`src/lssw_pkg.sv`:
```
`default_nettype none
package lssw_pkg;

  // Frequencies are carried in 0.1 Hz units
  localparam int unsigned FREQ_W          = 16;
  localparam int unsigned THR_W           = 17;
  // Timeout is carried in 0.1 s units
  localparam int unsigned TMO_W           = 14;

  // Clock and time base
  localparam int unsigned CLK_PERIOD_NS   = 20;
  localparam int unsigned TICK_TIME_NS    = 100_000_000;
  localparam int unsigned TICK_CYCLES     = TICK_TIME_NS / CLK_PERIOD_NS;

  // Register byte offsets
  localparam logic [7:0]  OFS_TIMEOUT     = 8'h00;
  localparam logic [7:0]  OFS_OFFSET      = 8'h04;
  localparam logic [7:0]  OFS_STATUS      = 8'h08;
  localparam logic [7:0]  OFS_ELAPSED     = 8'h0C;

  // Reset values and setting limits
  localparam logic [TMO_W-1:0]  TMO_RST   = 14'h0000;
  localparam logic [TMO_W-1:0]  TMO_MAX   = 14'h270F;
  localparam logic [FREQ_W-1:0] OFFS_RST  = 16'h000A;
  localparam logic [FREQ_W-1:0] OFFS_MIN  = 16'h000A;

  // Status register field positions
  localparam int unsigned ST_SLEEP_BIT    = 0;
  localparam int unsigned ST_TIMING_BIT   = 1;
  localparam int unsigned ST_BELOW_BIT    = 2;
  localparam int unsigned ST_SPDMODE_BIT  = 3;
  localparam int unsigned ST_THR_POS      = 16;

  typedef enum logic [1:0] {
    LSSW_IDLE,
    LSSW_TIMING,
    LSSW_SLEEP
  } lssw_state_e;

  // Inputs from the reference chain and run source
  typedef struct packed {
    logic [FREQ_W-1:0] pre_ramp_ref;
    logic [FREQ_W-1:0] output_freq;
    logic [FREQ_W-1:0] low_speed_floor;
    logic [FREQ_W-1:0] max_freq;
    logic              run_cmd;
    logic              pid_active;
  } lssw_drive_s;

  // Commands toward the ramp generator
  typedef struct packed {
    logic ramp_stop;
    logic freewheel_stop;
    logic sleeping;
  } lssw_ctl_s;

endpackage : lssw_pkg
`default_nettype wire

```
`src/lssw_tick.sv`:
```
`timescale 1ns/100ps
`default_nettype none
module lssw_tick #(
  parameter int unsigned CYCLES = 5_000_000
) (
  input  wire logic pclk,
  input  wire logic presetn,
  input  wire logic ce,
  input  wire logic clr,
  output logic      tick
);

  localparam int unsigned CW = $clog2(CYCLES + 1);
  localparam logic [CW-1:0] LAST = CW'(CYCLES - 1);

  logic [CW-1:0] cnt_ff;

  // Free divider, restarted so a timing window begins on a full period
  always_ff @(posedge pclk or negedge presetn) begin
    if (!presetn) begin
      cnt_ff <= '0;
    end else if (ce) begin
      if (clr || cnt_ff == LAST) begin
        cnt_ff <= '0;
      end else begin
        cnt_ff <= cnt_ff + CW'(1);
      end
    end
  end

  assign tick = ce && !clr && (cnt_ff == LAST);

endmodule : lssw_tick
`default_nettype wire

```
`src/lssw_top.sv`:
```
// The implementer's own choices: the APB interface to the registers and the placing of the registers.
`timescale 1ns/100ps
`default_nettype none
////////////////////////////////////////////////////////////////////////////////
// Functional notes
// Act only while PID is inactive
// Stop after both frequencies stay below threshold
// Stop on active deceleration ramp, never freewheel
// Abandon wait if either frequency rises above
// Restart when reference above threshold and running
// Timeout in 0.1 s steps, 999.9 s, reset zero
// Offset from 1.0 Hz to max, reset 1.0
// One threshold for sleep entry and restart
// Zero timeout disables sleep entirely
module lssw_top
  import lssw_pkg::*;
#(
  parameter int unsigned TICK_CYC = TICK_CYCLES
) (
  input  wire logic        pclk,
  input  wire logic        presetn,
  input  wire logic        ce,
  input  wire logic        psel,
  input  wire logic        penable,
  input  wire logic        pwrite,
  input  wire logic [7:0]  paddr,
  input  wire logic [31:0] pwdata,
  output logic      [31:0] prdata,
  output logic             pready,
  output logic             pslverr,
  input  wire lssw_drive_s drive,
  output lssw_ctl_s        ctl
);

  //////////////////////////////////////////////////////////////////////////////
  // Declarations

  // Settings written by software
  logic [TMO_W-1:0]  timeout_ff;
  logic [FREQ_W-1:0] offset_ff;

  // Sequencer state and elapsed window time
  logic [TMO_W-1:0]  elapsed_ff;
  logic [TMO_W-1:0]  nxt_elapsed;
  lssw_state_e       state_ff;
  lssw_state_e       nxt_state;

  // Stop commands toward the ramp generator
  logic              ramp_stop_ff;
  logic              sleeping_ff;

  // Register interface
  logic [31:0]       rdata_ff;
  logic [31:0]       rd_mux;
  logic [31:0]       status_word;
  logic              rd_hit;
  logic              setup;
  logic              wr_acc;
  logic              wr_timeout;
  logic              wr_offset;
  logic [TMO_W-1:0]  wr_tmo;
  logic [FREQ_W-1:0] wr_offs;
  logic [FREQ_W-1:0] offs_max;

  // Speed comparison against the shared threshold
  logic [THR_W-1:0]  threshold;
  logic              ref_below;
  logic              out_below;
  logic              both_below;
  logic              ref_above;
  logic              spd_mode;
  logic              armed;
  logic              may_sleep;

  // Time base
  logic              tick;
  logic              tick_clr;

  //////////////////////////////////////////////////////////////////////////////
  // Speed condition

  // Function is live only when PID is not steering the speed
  assign spd_mode = !drive.pid_active;

  // Zero timeout leaves the function switched off
  assign armed = spd_mode && (timeout_ff != TMO_RST);

  // Run command still present and function armed
  assign may_sleep = armed && drive.run_cmd;

  // Floor plus offset, one sum for entry and for restart
  // One bit wider so the sum can never wrap
  assign threshold = {1'b0, drive.low_speed_floor} + {1'b0, offset_ff};

  // Strict comparisons against the shared threshold
  // Equal to the threshold counts as neither below nor above
  assign ref_below  = {1'b0, drive.pre_ramp_ref} < threshold;
  assign out_below  = {1'b0, drive.output_freq} < threshold;
  assign both_below = ref_below && out_below;
  assign ref_above  = {1'b0, drive.pre_ramp_ref} > threshold;

  //////////////////////////////////////////////////////////////////////////////
  // Time base

  // Divider restarts whenever a timing window is not running,
  // so the first tick of a window comes a full 0.1 s after it opens
  assign tick_clr = (state_ff != LSSW_TIMING);

  lssw_tick #(
    .CYCLES (TICK_CYC)
  ) u_tick (
    .pclk    (pclk),
    .presetn (presetn),
    .ce      (ce),
    .clr     (tick_clr),
    .tick    (tick)
  );

  //////////////////////////////////////////////////////////////////////////////
  // Sleep sequencer

  // Next state and elapsed count
  always_comb begin
    nxt_state   = state_ff;
    nxt_elapsed = elapsed_ff;
    unique case (state_ff)
      // Waiting for both frequencies to drop below the threshold
      LSSW_IDLE: begin
        nxt_elapsed = '0;
        if (may_sleep && both_below) begin
          nxt_state = LSSW_TIMING;
        end
      end
      // Counting low speed time in 0.1 s ticks
      LSSW_TIMING: begin
        if (!may_sleep) begin
          nxt_state = LSSW_IDLE;
        end else if (!both_below) begin
          nxt_state = LSSW_IDLE;
        end else if (tick) begin
          nxt_elapsed = elapsed_ff + TMO_W'(1);
          // A timeout lowered under the count ends the wait at the next tick
          if (nxt_elapsed >= timeout_ff) begin
            nxt_state = LSSW_SLEEP;
          end
        end
      end
      // Motor held stopped until the reference climbs back or may_sleep falls
      LSSW_SLEEP: begin
        if (!may_sleep) begin
          nxt_state = LSSW_IDLE;
        end else if (ref_above) begin
          nxt_state = LSSW_IDLE;
        end
      end
      // Unused code falls back to waiting
      default: begin
        nxt_state   = LSSW_IDLE;
        nxt_elapsed = '0;
      end
    endcase
  end

  // State register
  // Frozen with the rest of the sequencer while the enable is low
  always_ff @(posedge pclk or negedge presetn) begin
    if (!presetn) begin
      state_ff <= LSSW_IDLE;
    end else if (ce) begin
      state_ff <= nxt_state;
    end
  end

  // Elapsed time in 0.1 s units
  // Cleared whenever the sequencer waits, so each window starts at zero
  always_ff @(posedge pclk or negedge presetn) begin
    if (!presetn) begin
      elapsed_ff <= '0;
    end else if (ce) begin
      elapsed_ff <= nxt_elapsed;
    end
  end

  // Ramp stop held for as long as the motor sleeps
  always_ff @(posedge pclk or negedge presetn) begin
    if (!presetn) begin
      ramp_stop_ff <= 1'b0;
    end else if (ce) begin
      ramp_stop_ff <= (nxt_state == LSSW_SLEEP);
    end
  end

  // Sleep flag, a separate register loaded with the same value as the ramp command
  always_ff @(posedge pclk or negedge presetn) begin
    if (!presetn) begin
      sleeping_ff <= 1'b0;
    end else if (ce) begin
      sleeping_ff <= (nxt_state == LSSW_SLEEP);
    end
  end

  // Freewheel is never requested: sleep always uses the active ramp
  assign ctl = '{ramp_stop: ramp_stop_ff, freewheel_stop: 1'b0, sleeping: sleeping_ff};

  //////////////////////////////////////////////////////////////////////////////
  // APB slave

  // Map: timeout, offset, status and elapsed time, one word each.
  // Writes to the two read-only words are dropped without an error.
  // Writes land at the access edge and are lost while frozen.
  assign setup      = psel && !penable;
  assign wr_acc     = psel && penable && pwrite && ce;
  assign wr_timeout = wr_acc && (paddr == OFS_TIMEOUT);
  assign wr_offset  = wr_acc && (paddr == OFS_OFFSET);

  // Zero wait states; unmapped offsets answer with an error
  // The slave never stretches a transfer
  assign pready  = 1'b1;
  assign pslverr = psel && penable && !rd_hit;

  // Timeout write saturates at 999.9 s
  // Values above the top of the range are pinned, not wrapped
  always_comb begin
    wr_tmo = pwdata[TMO_W-1:0];
    if (pwdata[31:TMO_W] != '0 || pwdata[TMO_W-1:0] > TMO_MAX) begin
      wr_tmo = TMO_MAX;
    end
  end

  // Offset write held between 1.0 Hz and the maximum frequency
  // Upper limit follows the drive's maximum frequency input
  always_comb begin
    offs_max = (drive.max_freq < OFFS_MIN) ? OFFS_MIN : drive.max_freq;
    wr_offs  = pwdata[FREQ_W-1:0];
    if (pwdata[31:FREQ_W] != '0 || pwdata[FREQ_W-1:0] > offs_max) begin
      wr_offs = offs_max;
    end else if (pwdata[FREQ_W-1:0] < OFFS_MIN) begin
      wr_offs = OFFS_MIN;
    end
  end

  // Low speed timeout register
  always_ff @(posedge pclk or negedge presetn) begin
    if (!presetn) begin
      timeout_ff <= TMO_RST;
    end else if (wr_timeout) begin
      timeout_ff <= wr_tmo;
    end
  end

  // Sleep offset register
  always_ff @(posedge pclk or negedge presetn) begin
    if (!presetn) begin
      offset_ff <= OFFS_RST;
    end else if (wr_offset) begin
      offset_ff <= wr_offs;
    end
  end

  // Status word: state, speed condition and threshold in 0.2 Hz units
  always_comb begin
    status_word                   = '0;
    status_word[ST_SLEEP_BIT]     = (state_ff == LSSW_SLEEP);
    status_word[ST_TIMING_BIT]    = (state_ff == LSSW_TIMING);
    status_word[ST_BELOW_BIT]     = both_below;
    status_word[ST_SPDMODE_BIT]   = spd_mode;
    status_word[ST_THR_POS +: 16] = threshold[THR_W-1:1];
  end

  // Read decode
  // Unmapped offsets read zero and raise the error flag
  always_comb begin
    rd_mux = '0;
    rd_hit = 1'b1;
    unique case (paddr)
      OFS_TIMEOUT: begin
        rd_mux[TMO_W-1:0] = timeout_ff;
      end
      OFS_OFFSET: begin
        rd_mux[FREQ_W-1:0] = offset_ff;
      end
      OFS_STATUS: begin
        rd_mux = status_word;
      end
      OFS_ELAPSED: begin
        rd_mux[TMO_W-1:0] = elapsed_ff;
      end
      default: begin
        rd_hit = 1'b0;
      end
    endcase
  end

  // Read data captured in the setup cycle
  // Left live under a low enable so software can still look
  always_ff @(posedge pclk or negedge presetn) begin
    if (!presetn) begin
      rdata_ff <= '0;
    end else if (setup && !pwrite) begin
      rdata_ff <= rd_mux;
    end
  end

  assign prdata = rdata_ff;

endmodule : lssw_top
`default_nettype wire

```
`config.mk`:
```
export PLATFORM = sky130hd
export DESIGN_NAME = lssw_top
export DESIGN_NICKNAME = d
export VERILOG_FILES = /design/src/lssw_pkg.sv /design/src/lssw_tick.sv /design/src/lssw_top.sv
export SDC_FILE = /design/constraint.sdc
export NUM_CORES = 1
export LEC_CHECK = 0
export BUFFER_PORTS_ARGS = -buffer_cell sky130_fd_sc_hd__clkbuf_2
export CAP_MARGIN = 20
export CELL_PAD_IN_SITES_DETAIL_PLACEMENT = 1
export CELL_PAD_IN_SITES_GLOBAL_PLACEMENT = 1
export CORE_MARGIN = 4
export CORE_UTILIZATION = 30
export DETAILED_ROUTE_END_ITERATION = 10
export PLACE_DENSITY_LB_ADDON = 0.1
export SLEW_MARGIN = 15
export SYNTH_ARGS = -nofsm -noshare
export SYNTH_HDL_FRONTEND = slang
export SYNTH_SLANG_ARGS = --single-unit
export TNS_END_PERCENT = 100
```
`constraint.sdc`:
```
create_clock -name pclk -period 3.9 [get_ports pclk]
set_input_delay 0 -clock pclk [delete_from_list [all_inputs] [get_ports pclk]]
set_output_delay 0 -clock pclk [all_outputs]
set_load 0.1 [all_outputs]
```
After elaboration in Yosys (flattened, before gate mapping)
Index checks and enable logic that the tools add are counted.
{"block": "word_totals", "word_cells": 80, "reg_bits": 102, "output_inout_bits": 37, "inputBits": 112}
{"block": "classes", "order_cmp": 8, "reduce_logical": 29, "n_bitwise": 1, "addsub": 3, "eq_ne": 11, "n_mux": 21}
{"cell": "$mux W16", "count": 4}
{"cell": "$mux W14", "count": 4}
{"cell": "$pmux W14 S4", "count": 1}
{"cell": "$lt A16 B17 Y1", "count": 2}
{"cell": "$lt A16 B4 Y1 const B", "count": 2}
{"cell": "$pmux W14 S2", "count": 1}
{"cell": "$add A23 B1 Y23 const B", "count": 1}
{"cell": "$eq A23 B23 Y1 const B", "count": 1}
{"cell": "$mux W23", "count": 1}
{"cell": "$reduce_bool A18 Y1", "count": 1}
{"cell": "$add A16 B16 Y17", "count": 1}
{"cell": "$gt A16 B17 Y1", "count": 1}
{"cell": "$eq A8 B4 Y1 const B", "count": 2}
{"cell": "$gt A16 B16 Y1", "count": 1}
{"cell": "$mux W2", "count": 8}
{"cell": "$reduce_bool A16 Y1", "count": 1}
{"cell": "$add A14 B1 Y14 const B", "count": 1}
{"cell": "$ge A14 B14 Y1", "count": 1}
{"cell": "$gt A14 B14 Y1 const B", "count": 1}
{"cell": "$logic_and A1 B1 Y1", "count": 14}
{"cell": "$reduce_bool A14 Y1", "count": 1}
{"cell": "$eq A8 B3 Y1 const B", "count": 1}
{"cell": "$logic_not A8 Y1", "count": 1}
{"cell": "$ne A2 B1 Y1 const B", "count": 4}
{"cell": "10 further kinds", "count": 17}

Logic depth before layout (Yosys ltp)
{"block": "depth", "depth_word": 9, "ltp_mapped": 21, "ltp_nobuf": 19}

Cells and area by module
Synthesis repeated with hierarchy kept, for this count alone.
{"block": "hier_totals", "hier_cells": 833, "area_unflattened_um2": 7432.1}
{"mod": "lssw_top", "cells_each": 683, "instances": 1, "area_per_inst_um2": 6097.1}
{"mod": "lssw_tick", "cells_each": 150, "instances": 1, "area_per_inst_um2": 1335.0}

Least setup slack after synthesis
No wires, ideal clock.
{"block": "synth_timing", "path_type": "register -> register", "from": "register offset_ff[0]", "to": "register elapsed_ff[0]", "required_time_ns": 3.775, "path_stages_with_launch": 21, "arrival_ns": 3.952, "path_slack_ns": -0.177, "path_buffers": 1, "cell_sequence": "dfrtp_1 ha_1 fa_1 a21oi_1 o22ai_2 o211ai_1 a21oi_2 o21ai_0 nand2b_1 xnor2_1 ha_1 nand3_1 o221a_2 nand2b_1 nor2_1 a211oi_1 o221a_2 o31ai_4 and3_1 buf_6 mux2_4"}
{"block": "synth_via", "elab_chain_len": 5, "elab_cells_between_ends": 6, "classes_between": "1 x add/sub; 2 x order compare; 1 x eq/ne; 2 x reduce/logical"}
{"item": "start: declaration", "line": "lssw_top.sv:40", "text": "logic [FREQ_W-1:0] offset_ff;"}
{"item": "start signal: assignment", "line": "lssw_top.sv:256", "text": "offset_ff <= wr_offs;"}
{"item": "$add A16 B16 Y17 *", "line": "lssw_top.sv:93", "text": "assign threshold = {1'b0, drive.low_speed_floor} + {1'b0, offset_ff};"}
{"item": "$lt A16 B17 Y1 (on tied branches)", "line": "lssw_top.sv:97, lssw_top.sv:98"}
{"item": "$logic_and A1 B1 Y1 *", "line": "lssw_top.sv:99", "text": "assign both_below = ref_below && out_below;"}
{"item": "$ne A2 B1 Y1 (no line) *"}
{"item": "$reduce_and A5 Y1 (no line) *"}
{"item": "end signal: assignment", "line": "lssw_top.sv:180", "text": "elapsed_ff <= nxt_elapsed;"}
{"item": "end: declaration", "line": "lssw_top.sv:43", "text": "logic [TMO_W-1:0] elapsed_ff;"}
Every way passes the cells marked *; elsewhere a longest branch is shown, timed or not.
A chain may end at the register's enable or synchronous reset.

Worst setup path after layout
{"block": "layout_timing", "from": "register offset_ff[0]", "to": "register elapsed_ff[7]"}
Same word-level chain as after synthesis.

==> summary.txt <==
Status = complete, but fails checks
Violated checks = setup timing
Number of fill cells in the layout = 2,920
Largest net degree at the start of global routing = 41
Hold slack final = 0.01801 ns
Final ANT Viol Nets = 0
R2R Setup Slk = -0.24 ns
N_diodes = 0
RSZ-0062 raised after global routing = true
CTS Buffer Depth = 2
Hold_sp = pwdata[3]
Peak supply drop = 177.4 uV
Static leakage = 4.742 nW
Netlist cell types = 76
Max_slew headroom = 60.38%
Die Span X = 167.0 um
Maximum Capacitance Violations = 0
Crit Path Class = flop to flop
Syn Nets = 1,067
Clk_skew = 0.01077 ns
PwrDens = 248.6 nW/um2
Initial antenna violation count = 0
Hold Crit Depth = 3
Share of post-route cells with drive strength above 1 = 29.73%
Final period util = 106.1%
Clk sinks = 102
Gate Count Post-Synth = 877
CP max stage delay = 0.39 ns
Worst Max-Slew Pin Slew = 0.5921 ns
Asr flop ratio synth = 100.0%
Seq cells post-synth = 102
Hpwl dp = 22,230 um
Post-route insts no fill = 1,424
Final Max Tran Viols = 0
Final min period = 4.140 ns
Mean area per synthesized cell = 8.650 um2
Cts bufs inserted = 9
Top delay family on crit path = compound AO/OA/AOI/OAI gates
Initial DRT Pass Iterations = 4
Detailed Route Iter0 Violations = 353
WL met3 = 1185 um
DRC errors left = 0
WHS Endpoint = timeout_ff[3]
Area grow syn2layout = 30.27%
HP Class = primary input to flop
Count leader, synth = dfrtp_1
Synth Warn # = 0
Core Rows = 57
Core Region = 24,600 um2
Routed vias/inst = 5.188
Final number of hold-violating endpoints = 0
Total Power = 0.002457 W
Reg2Reg Depth = 20
Length of routed wiring on met1 = 13,520 um
First-pass GRT wire length = 43,770 um
GP Congestion = 0.8368
WL/cell = 19.45 um
Mapped Area = 7586 um2
Synth top area share = 32.99%
Worst-Skew Late Latency = 0.36 ns
Worst Setup End Kind = flop
Final setup margin = -0.2397 ns
Setup TNS = -2.866 ns
Placed Instances = 1,384
EDFF count, synth = 0
Final setup fails = 17
Post-synthesis sequential area ratio = 33.68%
Required time worst endpoint = 4.14 ns
IO Port Bufs = 146
Top-Level Pins = 149
Cell accounting for the most synthesized area = dfrtp_1
Clock-pin slew on the worst setup and hold paths = 0.07 ns
DP Area = 9131 um2
End of the worst register-to-register path = elapsed_ff[7]
H-tree Lvls = 3
Slowest stage cell, crit path = dfrtp_1
Starting density of the core = 30.83%
GRT overflow = 0
Startpoint types = flop
Nets = 1,286
Root buf cell = clkbuf_16
Routed vias = 7,387
Prevailing post-synth register cell = dfrtp_1
Buf/Inv on CP = 1
Die area = 27,900 um2
Vias in the first global route = 7,712
Max Fanout on Critical Path = 5
Die outline height = 167.0 um
Routed WL = 27,700 um
Most used cell, CP = a21oi_2
Reg-to-reg startpoint = offset_ff[0]
Achievable Freq = 0.2416 GHz
CP Cell Sequence = ha_2 -> fa_2 -> a21oi_4 -> o22ai_2 -> o211ai_1 -> a21oi_2 -> o21ai_1 -> nand2b_1 -> xnor2_2 -> ha_4 -> a21oi_2 -> o221a_4 -> nand2b_4 -> nor2_4 -> a21oi_2 -> o221a_4 -> o31ai_4 -> buf_6 -> o21bai_4 -> a22o_2
Synth cell count leaders = dfrtp_1, nand2_1, ha_1
CP Data Arrival Time = 4.38 ns
Top layer in use = met4
Top cells by area, synth = dfrtp_1, ha_1, nand2_1
Met2 wire len = 12,510 um
Final instance area = 9882 um2
CTS tree = done
Global-route usage over all layers = 19.61%
==> cell type report <==
type | instances | area [um2] | share of cell area, %
timing repair buffer | 241 | 1491 | 15.09
clock inverter | 6 | 53.80 | 0.5444
clock buffer | 9 | 225.2 | 2.279
sequential | 102 | 2555 | 25.85
inverter | 44 | 165.2 | 1.671
tap | 324 | 405.4 | 4.102
multi-input combinational | 698 | 4986 | 50.46
==> how the worst max path moves through the flow <==
| stage | startpoint | endpoint | slack (ns) | cells after the start |
|---|---|---|---|---|
| floorplan | offset_ff[0] | elapsed_ff[0] | -0.03 | 20 |
| global placement | offset_ff[0] | elapsed_ff[0] | -0.21 | 19 |
| detailed placement | offset_ff[0] | elapsed_ff[0] | -0.37 | 19 |
| CTS | offset_ff[0] | elapsed_ff[10] | -0.23 | 19 |
| global route | offset_ff[0] | elapsed_ff[0] | -0.40 | 19 |
| finish | offset_ff[0] | elapsed_ff[7] | -0.24 | 20 |
==> layer usage <==
metal  vias to the layer above  GRT usage, %
met3                        24         2.584
met4                         0         4.731
met5                         -             0
met1                      3590         28.63
met2                       136         30.80
li1                       3637             -
==> cell usage in the layout, fill, tap and decap left out, drive strengths merged, types with 3 or more instances in the layout <==
cell type	synthesis	final
o31ai	4	4
nand4	18	18
nor4	16	16
o21a	4	4
ha	77	77
nor2	73	73
a22o	12	12
a22oi	13	13
a31oi	3	3
nand2b	6	6
nand3b	4	4
a21oi	48	48
nor2b	9	9
inv	44	47
nand3	40	40
nor3b	4	4
a221o	5	5
mux4	3	3
a21o	13	13
buf	7	84
dfrtp	100	100
o22ai	3	3
and2	5	5
nand2	89	89
nor3	58	58
xor2	21	21
or2	3	3
o221a	4	4
o21bai	4	5
o21ai	63	63
dlygate4sd3	0	12
xnor2	21	21
a211oi	20	20
and3	15	15
clkbuf	27	154
mux2	11	11
==> cell families (layout without fill, tap and decap cells) <==
logic type | count (synthesis) | in the layout | synth area share (%)
mux | 15 | 15 | 2.705
xor+xnor | 43 | 43 | 5.163
compound gates | 211 | 212 | 18.70
simple gates | 348 | 348 | 22.43
flops | 102 | 102 | 33.68
other cells | 2 | 2 | 0.09900
buf+inv | 78 | 300 | 4.255
fa+ha+maj | 78 | 78 | 12.96
==> per-stage QoR <==
step	utilization [%]	worst slack, ns
detailed placement	37.11	-0.3709
global placement	37.11	-0.2149
finish	40.16	-0.2397
CTS	39.52	-0.2266
global route	40.16	-0.4038
floorplan	-	-0.03200
==> worst min-delay path: stages <==
cell and delay (ns):
clkbuf_2 0.15, nor2_1 0.13, a21oi_1 0.05
==> flip-flops by register name, indices dropped and copies added (netlist names) <==
signal / count
state_ff: 2
elapsed_ff: 14
prdata: 32
timeout_ff: 14
u_tick.cnt_ff: 23
offset_ff: 16
sleeping_ff: 1
==> report_power, final <==
group / switching [W] / internal (W)
clock: 0.000455 / 0.000442
sequential: 0.00000543 / 0.00106
combinational: 0.000287 / 0.000205
==> repair_timing <==
action	4_1_cts	5_1_grt
cloned	2	0
endpoints found under the setup margin	18	18
hold buffers	12	0
gates resized for setup	24	22
endpoints found under the hold margin	40	0
buffers inserted	8	3
pin swaps	15	11
No activity file was read; power rests on OpenSTA's default activity.
